## config.mk

```make
export PLATFORM = sky130hd
export DESIGN_NAME = bwe_host
export DESIGN_NICKNAME = d
export VERILOG_FILES = /design/src/bwe_pkg.sv /design/src/bwe_sync.sv /design/src/bwe_timer.sv /design/src/bwe_host.sv
export SDC_FILE = /design/constraint.sdc
export NUM_CORES = 1
export LEC_CHECK = 0
export BUFFER_PORTS_ARGS = -buffer_cell sky130_fd_sc_hd__buf_2
export CAP_MARGIN = 25
export CORE_ASPECT_RATIO = 0.9
export CORE_MARGIN = 2
export CORE_UTILIZATION = 49
export DETAILED_ROUTE_END_ITERATION = 16
export GPL_ROUTABILITY_DRIVEN = 0
export PLACE_DENSITY = 0.83
export SYNTH_ARGS = -nofsm -noshare
export SYNTH_HDL_FRONTEND = slang
export SYNTH_SLANG_ARGS = --single-unit
```

## constraint.sdc

```tcl
create_clock -name mclk_i -period 3.3 [get_ports mclk_i]
set_input_delay 0.66 -clock mclk_i [delete_from_list [all_inputs] [get_ports mclk_i]]
set_output_delay 0.66 -clock mclk_i [all_outputs]
set_load 0.005 [all_outputs]
```

## src/bwe_pkg.sv

```systemverilog
// bwe_pkg: shared constants and types for the byte-wide eeprom host controller
package bwe_pkg;

  // clock and pin timing, times in ns as printed, counts derived (least times round up)
  localparam int unsigned CLK_NS = 50;
  localparam int unsigned T_POWERUP_NS = 500000;
  localparam int unsigned T_SETUP_NS = 120;
  localparam int unsigned T_STROBE_PULSE_N_NS = 300;
  localparam int unsigned T_HOLD_NS = 60;
  localparam int unsigned T_ACCESS_NS = 450;
  localparam int unsigned T_GAP_NS = 350;
  localparam int unsigned POWERUP_CYC = (T_POWERUP_NS + CLK_NS - 1) / CLK_NS;
  localparam int unsigned SETUP_CYC = (T_SETUP_NS + CLK_NS - 1) / CLK_NS;
  localparam int unsigned STROBE_PULSE_N_CYC = (T_STROBE_PULSE_N_NS + CLK_NS - 1) / CLK_NS;
  localparam int unsigned HOLD_CYC = (T_HOLD_NS + CLK_NS - 1) / CLK_NS;
  localparam int unsigned ACCESS_CYC = (T_ACCESS_NS + CLK_NS - 1) / CLK_NS;
  localparam int unsigned GAP_CYC = (T_GAP_NS + CLK_NS - 1) / CLK_NS;
  // two synchroniser stages sit in front of the sampled data port
  localparam int unsigned SYNC_CYC = 2;
  localparam int unsigned TMR_W = 16;

  // register byte offsets on the apb side
  localparam logic [7:0] OFS_CMD = 8'h00;
  localparam logic [7:0] OFS_ADDR = 8'h04;
  localparam logic [7:0] OFS_WDATA = 8'h08;
  localparam logic [7:0] OFS_STATUS = 8'h0C;
  localparam logic [7:0] OFS_IRQ_STAT = 8'h10;
  localparam logic [7:0] OFS_IRQ_MASK = 8'h14;

  // status word fields
  localparam int unsigned ST_CTRL_BUSY = 0;
  localparam int unsigned ST_PWR_OK = 1;
  localparam int unsigned ST_DEV_BUSY = 2;
  localparam int unsigned ST_RDATA_LSB = 8;
  localparam int unsigned ST_FLAGS_LSB = 16;
  // activity bit inside the device's activity_flags byte
  localparam int unsigned FLAG_ACTIVE = 7;

  // interrupt status and mask fields
  localparam int unsigned IRQ_W = 3;
  localparam int unsigned IRQ_DONE = 0;
  localparam int unsigned IRQ_READY = 1;
  localparam int unsigned IRQ_REFUSED = 2;

  // reset values
  localparam logic [7:0] ADDR_RST = 8'h00;
  localparam logic [7:0] WDATA_RST = 8'h00;
  localparam logic [IRQ_W-1:0] IRQ_MASK_RST = 3'h0;

  // commands written to the command register
  typedef enum logic [2:0] {
    OP_NONE = 3'h0,
    OP_RD_WORD = 3'h1,
    OP_WR_WORD = 3'h2,
    OP_RD_STAT = 3'h3,
    OP_CLEAR = 3'h4
  } bwe_op_t;

  // pin sequencer states, gray along setup-strobe-hold-gap
  typedef enum logic [2:0] {
    S_IDLE = 3'b000,
    S_SETUP = 3'b001,
    S_STROBE = 3'b011,
    S_HOLD = 3'b010,
    S_GAP = 3'b110
  } bwe_state_t;

  // registered levels of the device pins
  typedef struct packed {
    logic cs_n;
    logic rw;
    logic rs;
    logic strobe_pulse_n_n;
    logic clr_n;
    logic doe;
    logic [7:0] dout;
  } bwe_pins_t;

  localparam bwe_pins_t PINS_IDLE = '{cs_n: 1'b1, rw: 1'b1, rs: 1'b0, strobe_pulse_n_n: 1'b1,
                                      clr_n: 1'b1, doe: 1'b0, dout: 8'h00};

endpackage

```

## src/bwe_sync.sv

```systemverilog
// bwe_sync: two flip-flop synchroniser for pin inputs
`timescale 1ns/1ps
module bwe_sync #(
  parameter int unsigned W = 1,
  parameter logic [W-1:0] RST_VAL = '0
) (
  // clock and reset
  input wire logic mclk_i,
  input wire logic rst_i,
  // asynchronous in, synchronous out
  input wire logic [W-1:0] async_i,
  output logic [W-1:0] sync_o
);

  typedef struct packed {
    logic [W-1:0] meta;
    logic [W-1:0] stable;
  } bwe_sync_t;

  bwe_sync_t q_r;
  bwe_sync_t q_nxt;

  // first stage feeds only the second stage
  always_comb begin
    q_nxt.meta = async_i;
    q_nxt.stable = q_r.meta;
  end

  always_ff @(posedge mclk_i or posedge rst_i) begin
    if (rst_i) begin
      q_r <= {RST_VAL, RST_VAL};
    end else begin
      q_r <= q_nxt;
    end
  end

  assign sync_o = q_r.stable;

endmodule

```

## src/bwe_timer.sv

```systemverilog
// bwe_timer: loadable down counter that flags zero
`timescale 1ns/1ps
module bwe_timer #(
  parameter int unsigned W = 16,
  parameter logic [W-1:0] RST_VAL = '0
) (
  // clock and reset
  input wire logic mclk_i,
  input wire logic rst_i,
  // load request
  input wire logic load_i,
  input wire logic [W-1:0] load_val_i,
  // count reached zero
  output logic done_o
);

  typedef struct packed {
    logic [W-1:0] cnt;
  } bwe_timer_t;

  bwe_timer_t q_r;
  bwe_timer_t q_nxt;

  // a load of n gives n+1 cycles until done; the count parks at zero
  always_comb begin
    q_nxt = q_r;
    if (load_i) begin
      q_nxt.cnt = load_val_i;
    end else if (q_r.cnt != '0) begin
      q_nxt.cnt = q_r.cnt - W'(1);
    end
  end

  always_ff @(posedge mclk_i or posedge rst_i) begin
    if (rst_i) begin
      q_r.cnt <= RST_VAL;
    end else begin
      q_r <= q_nxt;
    end
  end

  assign done_o = (q_r.cnt == '0);

endmodule

```

## src/bwe_host.sv

```systemverilog
// bwe_host: apb-controlled host that drives a byte-wide eeprom register port
`timescale 1ns/1ps
module bwe_host
  import bwe_pkg::*;
#(
  parameter int unsigned POWERUP_CYC_P = bwe_pkg::POWERUP_CYC
) (
  // clock and reset
  input wire logic mclk_i,
  input wire logic rst_i,
  // apb slave
  input wire logic psel_i,
  input wire logic penable_i,
  input wire logic pwrite_i,
  input wire logic [31:0] paddr_i,
  input wire logic [31:0] pwdata_i,
  output logic [31:0] prdata_o,
  output logic pready_o,
  output logic pslverr_o,
  // interrupt
  output logic irq_o,
  // device control pins
  output logic chip_select_n_o,
  output logic read_write_o,
  output logic register_select_o,
  output logic strobe_pulse_n_o,
  output logic array_clear_n_o,
  // device data port, two-way
  input wire logic [7:0] data_i,
  output logic [7:0] data_o,
  output logic data_oe_o,
  // device open-drain busy, low while programming
  input wire logic busy_n_i
);

  import bwe_pkg::*;

  localparam logic [TMR_W-1:0] LD_SETUP = TMR_W'(SETUP_CYC - 1);
  localparam logic [TMR_W-1:0] LD_STROBE_PULSE_N = TMR_W'(STROBE_PULSE_N_CYC - 1);
  localparam logic [TMR_W-1:0] LD_HOLD = TMR_W'(HOLD_CYC - 1);
  localparam logic [TMR_W-1:0] LD_READ = TMR_W'(ACCESS_CYC + SYNC_CYC - 1);
  localparam logic [TMR_W-1:0] LD_GAP = TMR_W'(GAP_CYC - 1);
  localparam logic [TMR_W-1:0] LD_PWR = TMR_W'(POWERUP_CYC_P - 1);

  typedef struct packed {
    bwe_state_t st;
    bwe_op_t op;
    logic ph;
    logic [7:0] addr;
    logic [7:0] wdata;
    logic [7:0] rdata;
    logic [7:0] flags;
    logic [IRQ_W-1:0] irq_stat;
    logic [IRQ_W-1:0] irq_mask;
    logic busy_prev;
    bwe_pins_t pins;
  } bwe_host_t;

  localparam bwe_host_t HOST_RST = '{st: S_IDLE, op: OP_NONE, ph: 1'b0, addr: ADDR_RST,
                                     wdata: WDATA_RST, rdata: 8'h00, flags: 8'h00,
                                     irq_stat: '0, irq_mask: IRQ_MASK_RST,
                                     busy_prev: 1'b0, pins: PINS_IDLE};

  bwe_host_t q_r;
  bwe_host_t q_nxt;

  logic [7:0] data_sync;
  logic busy_n_sync;
  logic tmr_done;
  logic tmr_load;
  logic [TMR_W-1:0] tmr_val;
  logic pwr_ok;
  logic dev_busy;
  logic apb_wr;
  logic mapped;

  // pin levels for a state; select is high outside a cycle so the device floats
  function automatic bwe_pins_t drive(bwe_state_t st, bwe_op_t op, logic ph,
                                      logic [7:0] a, logic [7:0] w);
    bwe_pins_t p;
    p = PINS_IDLE;
    if (st != S_IDLE && st != S_GAP) begin
      p.cs_n = 1'b0;
      unique case (op)
        OP_RD_WORD: begin
          // pointer load first, then register file read with port released
          p.rw = ph;
          p.rs = 1'b0;
          p.doe = !ph;
          p.dout = a;
        end
        OP_WR_WORD: begin
          // pointer load, then data-in write starts programming
          p.rw = 1'b0;
          p.rs = ph;
          p.doe = 1'b1;
          p.dout = ph ? w : a;
        end
        OP_RD_STAT: begin
          p.rw = 1'b1;
          p.rs = 1'b1;
        end
        OP_CLEAR: begin
          p.rw = 1'b1;
          p.rs = 1'b1;
          p.clr_n = 1'b0;
        end
        default: begin
          p.cs_n = 1'b1;
        end
      endcase
      p.strobe_pulse_n_n = (st != S_STROBE);
    end
    return p;
  endfunction

  // read phases sample the port instead of strobing it
  function automatic logic is_read(bwe_op_t op, logic ph);
    return (op == OP_RD_STAT) || (op == OP_RD_WORD && ph);
  endfunction

  // pin inputs cross into the clock domain before any logic sees them
  bwe_sync #(.W(8), .RST_VAL(8'h00)) u_data_sync (
    .mclk_i(mclk_i),
    .rst_i(rst_i),
    .async_i(data_i),
    .sync_o(data_sync)
  );

  bwe_sync #(.W(1), .RST_VAL(1'b1)) u_busy_sync (
    .mclk_i(mclk_i),
    .rst_i(rst_i),
    .async_i(busy_n_i),
    .sync_o(busy_n_sync)
  );

  // phase timer for setup, strobe, hold, access and recovery
  bwe_timer #(.W(TMR_W), .RST_VAL('0)) u_phase_tmr (
    .mclk_i(mclk_i),
    .rst_i(rst_i),
    .load_i(tmr_load),
    .load_val_i(tmr_val),
    .done_o(tmr_done)
  );

  // power-up wait, runs once from reset release
  bwe_timer #(.W(TMR_W), .RST_VAL(LD_PWR)) u_pwr_tmr (
    .mclk_i(mclk_i),
    .rst_i(rst_i),
    .load_i(1'b0),
    .load_val_i('0),
    .done_o(pwr_ok)
  );

  assign dev_busy = !busy_n_sync;
  assign apb_wr = psel_i && penable_i && pwrite_i;

  // next state: apb writes, sequencer and interrupt bookkeeping
  always_comb begin
    logic [IRQ_W-1:0] ev;
    logic [IRQ_W-1:0] w1c;
    bwe_op_t req;
    q_nxt = q_r;
    ev = '0;
    w1c = '0;
    req = OP_NONE;
    tmr_load = 1'b0;
    tmr_val = '0;
    q_nxt.busy_prev = dev_busy;
    // busy released: programming or clear finished
    if (q_r.busy_prev && !dev_busy) begin
      ev[IRQ_READY] = 1'b1;
    end
    if (apb_wr) begin
      unique case (paddr_i[7:0])
        OFS_CMD: begin
          req = bwe_op_t'(pwdata_i[2:0]);
        end
        OFS_ADDR: begin
          // pointer and data values are frozen while a cycle runs
          if (q_r.st == S_IDLE) begin
            q_nxt.addr = pwdata_i[7:0];
          end
        end
        OFS_WDATA: begin
          if (q_r.st == S_IDLE) begin
            q_nxt.wdata = pwdata_i[7:0];
          end
        end
        OFS_IRQ_STAT: begin
          w1c = pwdata_i[IRQ_W-1:0];
        end
        OFS_IRQ_MASK: begin
          q_nxt.irq_mask = pwdata_i[IRQ_W-1:0];
        end
        default: begin
        end
      endcase
    end
    // start a command; while the device is busy only status reads go out
    if (req == OP_RD_WORD || req == OP_WR_WORD || req == OP_RD_STAT || req == OP_CLEAR) begin
      if (q_r.st == S_IDLE && pwr_ok && !(dev_busy && req != OP_RD_STAT)) begin
        q_nxt.op = req;
        q_nxt.ph = 1'b0;
        q_nxt.st = S_SETUP;
        tmr_load = 1'b1;
        tmr_val = is_read(req, 1'b0) ? LD_READ : LD_SETUP;
      end else begin
        ev[IRQ_REFUSED] = 1'b1;
      end
    end
    // pin sequencer
    unique case (q_r.st)
      S_IDLE: begin
      end
      S_SETUP: begin
        if (tmr_done) begin
          if (is_read(q_r.op, q_r.ph)) begin
            // sample after the access time plus the synchroniser delay
            if (q_r.op == OP_RD_STAT) begin
              q_nxt.flags = data_sync;
            end else begin
              q_nxt.rdata = data_sync;
            end
            q_nxt.st = S_GAP;
            tmr_val = LD_GAP;
          end else begin
            q_nxt.st = S_STROBE;
            tmr_val = LD_STROBE_PULSE_N;
          end
          tmr_load = 1'b1;
        end
      end
      S_STROBE: begin
        if (tmr_done) begin
          q_nxt.st = S_HOLD;
          tmr_load = 1'b1;
          tmr_val = LD_HOLD;
        end
      end
      S_HOLD: begin
        // data stays driven past the rising strobe edge
        if (tmr_done) begin
          q_nxt.st = S_GAP;
          tmr_load = 1'b1;
          tmr_val = LD_GAP;
        end
      end
      S_GAP: begin
        if (tmr_done) begin
          if ((q_r.op == OP_RD_WORD || q_r.op == OP_WR_WORD) && !q_r.ph) begin
            // second cycle of a two-cycle access
            q_nxt.ph = 1'b1;
            q_nxt.st = S_SETUP;
            tmr_load = 1'b1;
            tmr_val = is_read(q_r.op, 1'b1) ? LD_READ : LD_SETUP;
          end else begin
            q_nxt.st = S_IDLE;
            q_nxt.op = OP_NONE;
            ev[IRQ_DONE] = 1'b1;
          end
        end
      end
      default: begin
        q_nxt.st = S_IDLE;
        q_nxt.op = OP_NONE;
      end
    endcase
    // a new event wins over a clear in the same cycle
    q_nxt.irq_stat = (q_r.irq_stat & ~w1c) | ev;
    q_nxt.pins = drive(q_nxt.st, q_nxt.op, q_nxt.ph, q_nxt.addr, q_nxt.wdata);
  end

  always_ff @(posedge mclk_i or posedge rst_i) begin
    if (rst_i) begin
      q_r <= HOST_RST;
    end else begin
      q_r <= q_nxt;
    end
  end

  // apb read mux; unmapped offsets answer with an error and zero data
  always_comb begin
    prdata_o = 32'h0000_0000;
    mapped = 1'b1;
    unique case (paddr_i[7:0])
      OFS_CMD: prdata_o = {29'h0, q_r.op};
      OFS_ADDR: prdata_o = {24'h00_0000, q_r.addr};
      OFS_WDATA: prdata_o = {24'h00_0000, q_r.wdata};
      OFS_STATUS: begin
        prdata_o[ST_CTRL_BUSY] = (q_r.st != S_IDLE);
        prdata_o[ST_PWR_OK] = pwr_ok;
        prdata_o[ST_DEV_BUSY] = dev_busy;
        prdata_o[ST_RDATA_LSB +: 8] = q_r.rdata;
        prdata_o[ST_FLAGS_LSB +: 8] = q_r.flags;
      end
      OFS_IRQ_STAT: prdata_o = {29'h0, q_r.irq_stat};
      OFS_IRQ_MASK: prdata_o = {29'h0, q_r.irq_mask};
      default: mapped = 1'b0;
    endcase
  end

  // slave answers in the first access cycle
  assign pready_o = 1'b1;
  assign pslverr_o = psel_i && penable_i && (!mapped || paddr_i[31:8] != 24'h00_0000);
  assign irq_o = |(q_r.irq_stat & q_r.irq_mask);

  // device pins straight from flip-flops
  assign chip_select_n_o = q_r.pins.cs_n;
  assign read_write_o = q_r.pins.rw;
  assign register_select_o = q_r.pins.rs;
  assign strobe_pulse_n_o = q_r.pins.strobe_pulse_n_n;
  assign array_clear_n_o = q_r.pins.clr_n;
  assign data_o = q_r.pins.dout;
  assign data_oe_o = q_r.pins.doe;

endmodule

```

# Yosys cells after proc, flatten, opt, wreduce, memory -nomap -nowiden
# Cells that the tools add are included.
# word_totals
out_inout_bits,49
reg_bits,110
word_cells,151
inputBits,78
# op_classes
eq_ne,23
reduce_logical,41
mux,57
bitwise,5
n_addsub,2
# ops
cell,count
2-to-1 mux 16 bit,9
one-hot mux 16 bit (4 select lines),1
2-to-1 mux 8 bit,5
logical NOT 16 bit,2
nonzero test 16 bit,2
subtractor 16 x 1 -> 16 bit (second input constant),2
2-to-1 mux 3 bit,9
== test 3 x 2 -> 1 bit (second input constant),8
nonzero test 24 bit,1
2-to-1 mux 7 bit,3
one-hot mux 3 bit (6 select lines),1
one-hot mux 9 bit (2 select lines),1
2-to-1 mux 1 bit,17
== test 8 x 4 -> 1 bit (second input constant),2
== test 8 x 5 -> 1 bit (second input constant),2
2-to-1 mux 4 bit,4
one-hot mux 3 bit (5 select lines),1
2-to-1 mux 14 bit,1
== test 3 x 1 -> 1 bit (second input constant),4
logical AND 1 bit,10
one-hot mux 5 bit (2 select lines),1
== test 3 bit (second input constant),3
== test 8 x 3 -> 1 bit (second input constant),1
logical NOT 8 bit,1
other kinds (21),37

# Longest topological paths before layout
# depth
depth_word,16
depth_mapped,12
ltp_nobuf,10

# Cells and area by module
# A second synthesis with hierarchy kept.
# unflattened
cells_unflattened,571
hier_area_um2,5768.0
# by_module_without_submodules
mod,seq_area_each_um2,area_per_inst_um2,cells_each,instances
bwe_host,1506.4,3333.2,335,1
bwe_timer at u_pwr_tmr,410.4,992.2,108,1
bwe_timer at u_phase_tmr,400.4,982.2,108,1
bwe_sync at u_data_sync,400.4,404.1,17,1
bwe_sync at u_busy_sync,52.6,56.3,3,1

# Worst setup path after synthesis
# No wires, ideal clock.
# synth_timing
path_type,input port to flip-flop
from,input port paddr_i[0]
to,"register q_r, in the netlist data_o[0]"
required_time_ns,3.166
setup_slack_ns,0.265
setup_time_ns,0.134
cell_stages,8
path_buffers,1
arrival_ns,2.901
cell_sequence,or4_4 > or2_2 > nor3b_2 > and3_1 > buf_2 > mux2_2 > o211ai_1 > a21oi_1
# synth_rtl
item,line_no,text
"start, declared",bwe_host.sv:15,"input wire logic [31:0] paddr_i,"
"end signal, assigned",bwe_host.sv:278,q_r <= q_nxt;
"end, declared",bwe_host.sv:64,bwe_host_t q_r;

# Worst setup path in the final report
# layout_timing
from,input port paddr_i[0]
to,output port prdata_o[5]
# layout_via
elab_chain_len,2
elab_cells_between_ends,3
cone_classes,eq/ne: 2; mux: 1
# layout_rtl
item,line_no,text
== test 8 x 4 -> 1 bit / == test 8 x 3 -> 1 bit (equally long branches),bwe_host.sv:286,unique case (paddr_i[7:0])
one-hot mux 5 bit (2 select lines) *,bwe_host.sv:286,
"end, declared",bwe_host.sv:17,"output logic [31:0] prdata_o,"
# Every way passes the cells marked *; elsewhere a longest branch is shown, timed or not.

==> results_dict.tcl <==
set metrics [dict create \
    cts_made_buffers 9 \
    die-width_um 114 \
    io_pins 127 \
    antenna_cells 0 \
    ys_seq_elements 110 \
    grt_pass1_vias 4004 \
    ys_async_sr_fraction_pct 100 \
    hold_buffers 0 \
    rsz0062_at_grt "no" \
    drtAntennaViolNets 0 \
    synth_seq_area_share_pct 51.9 \
    clk_path_buf_depth 2 \
    dp_hpwl_um 8380 \
    crit_fanout 6 \
    max-cap-violations 0 \
    peakVddDrop_uv 398 \
    grt_max_degree 50 \
    drtIter0Drc 405 \
    cts_tree "done" \
    start_util_pct 49.8 \
    ys_warn_count 0 \
    period_minus_slack_ns 3.10 \
    synth_edf_count 0 \
    synthCells 487 \
    p_leak_uw 0.00305 \
    drive_gt1_share_pct 33.4 \
    syn_avg_cell_area_um2 11.0 \
    grt_first_pass_wirelength_um 19100 \
    setup_tns_ns 0 \
    core-area_mm2 0.0107 \
    die_area_mm2 0.0117 \
    tightest_slew_ns 0.873 \
    area_growth_pct 17.5 \
    total_power_uw 3040 \
    firstDrtPassIters 5 \
    skew_ns 0.0113 \
    cts-resized-gates 0 \
    insertion_delay_ns 0.36 \
    die_h_um 103 \
    synth_cell_types 65 \
    relSlewSlack_pct 41.7 \
    setup_ws_ns 0.197 \
    path_clk_slew_ns 0.08 \
    final_net_count 666 \
    cp.required_ns 2.64 \
    cts_sinks 110 \
    antenna_found_initial 0 \
    max_freq_mhz 322 \
    clockRootBuffer "clkbuf_16" \
    grt_overflow_total 0 \
    drcViolationCount 0 \
    arrival_ns 2.44 \
    wl_per_cell_um 15.9 \
    rows 36 \
    synth_ff_type "dfrtp_1" \
    p_per_area_mw_per_mm2 484 \
    wl_um 11500 \
    drv_slew 0 \
    grt_usage_pct 20.7 \
    vias 4053 \
    viasPerCell 5.61 \
    io_buffers 93 \
    post_cts_buffers 0 \
    period_share_pct 94.0 \
    netlist_area_mm2 0.00533 \
    setup_viol 0 \
    crit_path_start_kind "input pin" \
    htreeDepth 3 \
    dp_slack_ns 0.0373 \
    cp-end-kind "output port" \
    status "completed" \
    critPathKind "in2out" \
    hold_viol 0 \
    hp-class "reg2reg" \
]
synthesized netlist by cell type, types with 5 or more instances:
cell      count  area, um^2
o211ai_1      5        37.5
nand3_1      12        60.1
a21oi_1      15        75.1
clkbuf_1     12        45.0
a22o_1        7        61.3
dfrtp_1      96        2400
xor2_1       11        96.3
nor2_1       34         128
o21ai_0      19        95.1
mux2_2       32         360
nor4_1       14        87.6
and3_1        7        43.8
inv_1        11        41.3
xnor2_1      16         140
buf_4        18         135
or2_2         5        31.3
or3_1         5        31.3
and2_1       17         106
nand4_1      12        75.1
nand2_1      31         116
dfstp_2      14         368
nor3_1       14        70.1
nand2b_1      9        56.3
nor2b_1       5        31.3
stage by stage:
step	hold WS, ns	utilization (%)	cells	area [um^2]
after global routing	0.363	58.5	723	6270
after CTS	0.354	58.5	723	6270
after detailed placement	0.336	55.7	707	5970
after global placement	0.333	55.7	707	5970
final	0.353	58.5	723	6270
after floorplan	0.331	-	494	5360
sequential cells by signal, summed over array words and instances, names as in the netlist:
name and count:
array_clear_n_o 1, u_data_sync.q_nxt 8, data_oe_o 1, u_busy_sync.q_nxt 1, strobe_pulse_n_o 1, u_busy_sync.sync_o 1, read_write_o 1, chip_select_n_o 1
u_data_sync.sync_o 8, register_select_o 1, u_pwr_tmr.q_r 16, q_r 46, u_phase_tmr.q_r 16, data_o 8
critical path, cell delays in order:
cell	delay, ns
buf_2	0.09
or4_4	0.59
or2_2	0.36
nor3b_2	0.27
buf_4	0.21
a22o_1	0.15
buf_2	0.12
worst paths after layout:
| kind | from | to | slack, ns | cells past startpoint |
|---|---|---|---|---|
| setup / recovery | paddr_i[0] | prdata_o[5] | 0.20 | 7 |
| hold / removal | u_data_sync.q_nxt[6] | u_data_sync.sync_o[6] | 0.35 | 0 |
| setup reg to reg | u_pwr_tmr.q_r[0] | read_write_o | 0.37 | 10 |
| hold reg to reg | u_data_sync.q_nxt[6] | u_data_sync.sync_o[6] | 0.35 | 0 |
| max in group asynchronous | rst_i | read_write_o | 1.99 | 3 |
| min in group asynchronous | rst_i | u_pwr_tmr.q_r[4] | 0.48 | 2 |
power by group:
| group | switching [uW] | leakage [uW] | total [uW] | internal [uW] |
|---|---|---|---|---|
| clock network | 535 | 0.000145 | 1080 | 540 |
| registers | 118 | 0.00140 | 1580 | 1460 |
| logic | 206 | 0.00150 | 382 | 176 |
| total | 859 | 0.00305 | 3040 | 2180 |
layout make-up:
cell class | instances | area, um^2
Clock inverter | 7 | 75.1
Multi-Input combinational cell | 339 | 2350
Clock buffer | 9 | 225
Sequential cell | 110 | 2770
Timing Repair Buffer | 114 | 636
Inverter | 11 | 45.0
Tap cell | 133 | 166
Fill cell | 899 | 4450
metal layers:
| metal | up-vias | routed length [um] | track usage, % |
|---|---|---|---|
| met5 | - | 0 | 0 |
| met4 | 0 | 185 | 7.13 |
| met3 | 15 | 633 | 4.82 |
| met2 | 145 | 5570 | 34.7 |
| met1 | 1977 | 5080 | 26.8 |
| li1 | 1916 | - | - |
layout by cell type, fill, tap and decap left out, types with 14 or more instances in the layout:
cell type and instances:
dfrtp_1 96, buf_2 93, nor2_1 34, mux2_2 32, nand2_1 31, buf_4 20
o21ai_0 19, and2_1 17, xnor2_1 16, a21oi_1 15, nor4_1 14, nor3_1 14
dfstp_2 14
cells by family after synthesis:
| group | synth area share (%) |
|---|---|
| compound gates | 10.7 |
| xor+xnor | 4.43 |
| fa+ha+maj | 0.704 |
| buf+inv | 4.50 |
| flops | 51.9 |
| mux | 7.34 |
| other cells | 0.141 |
| simple gates | 20.2 |
No activity file was read; power rests on OpenSTA's default activity.
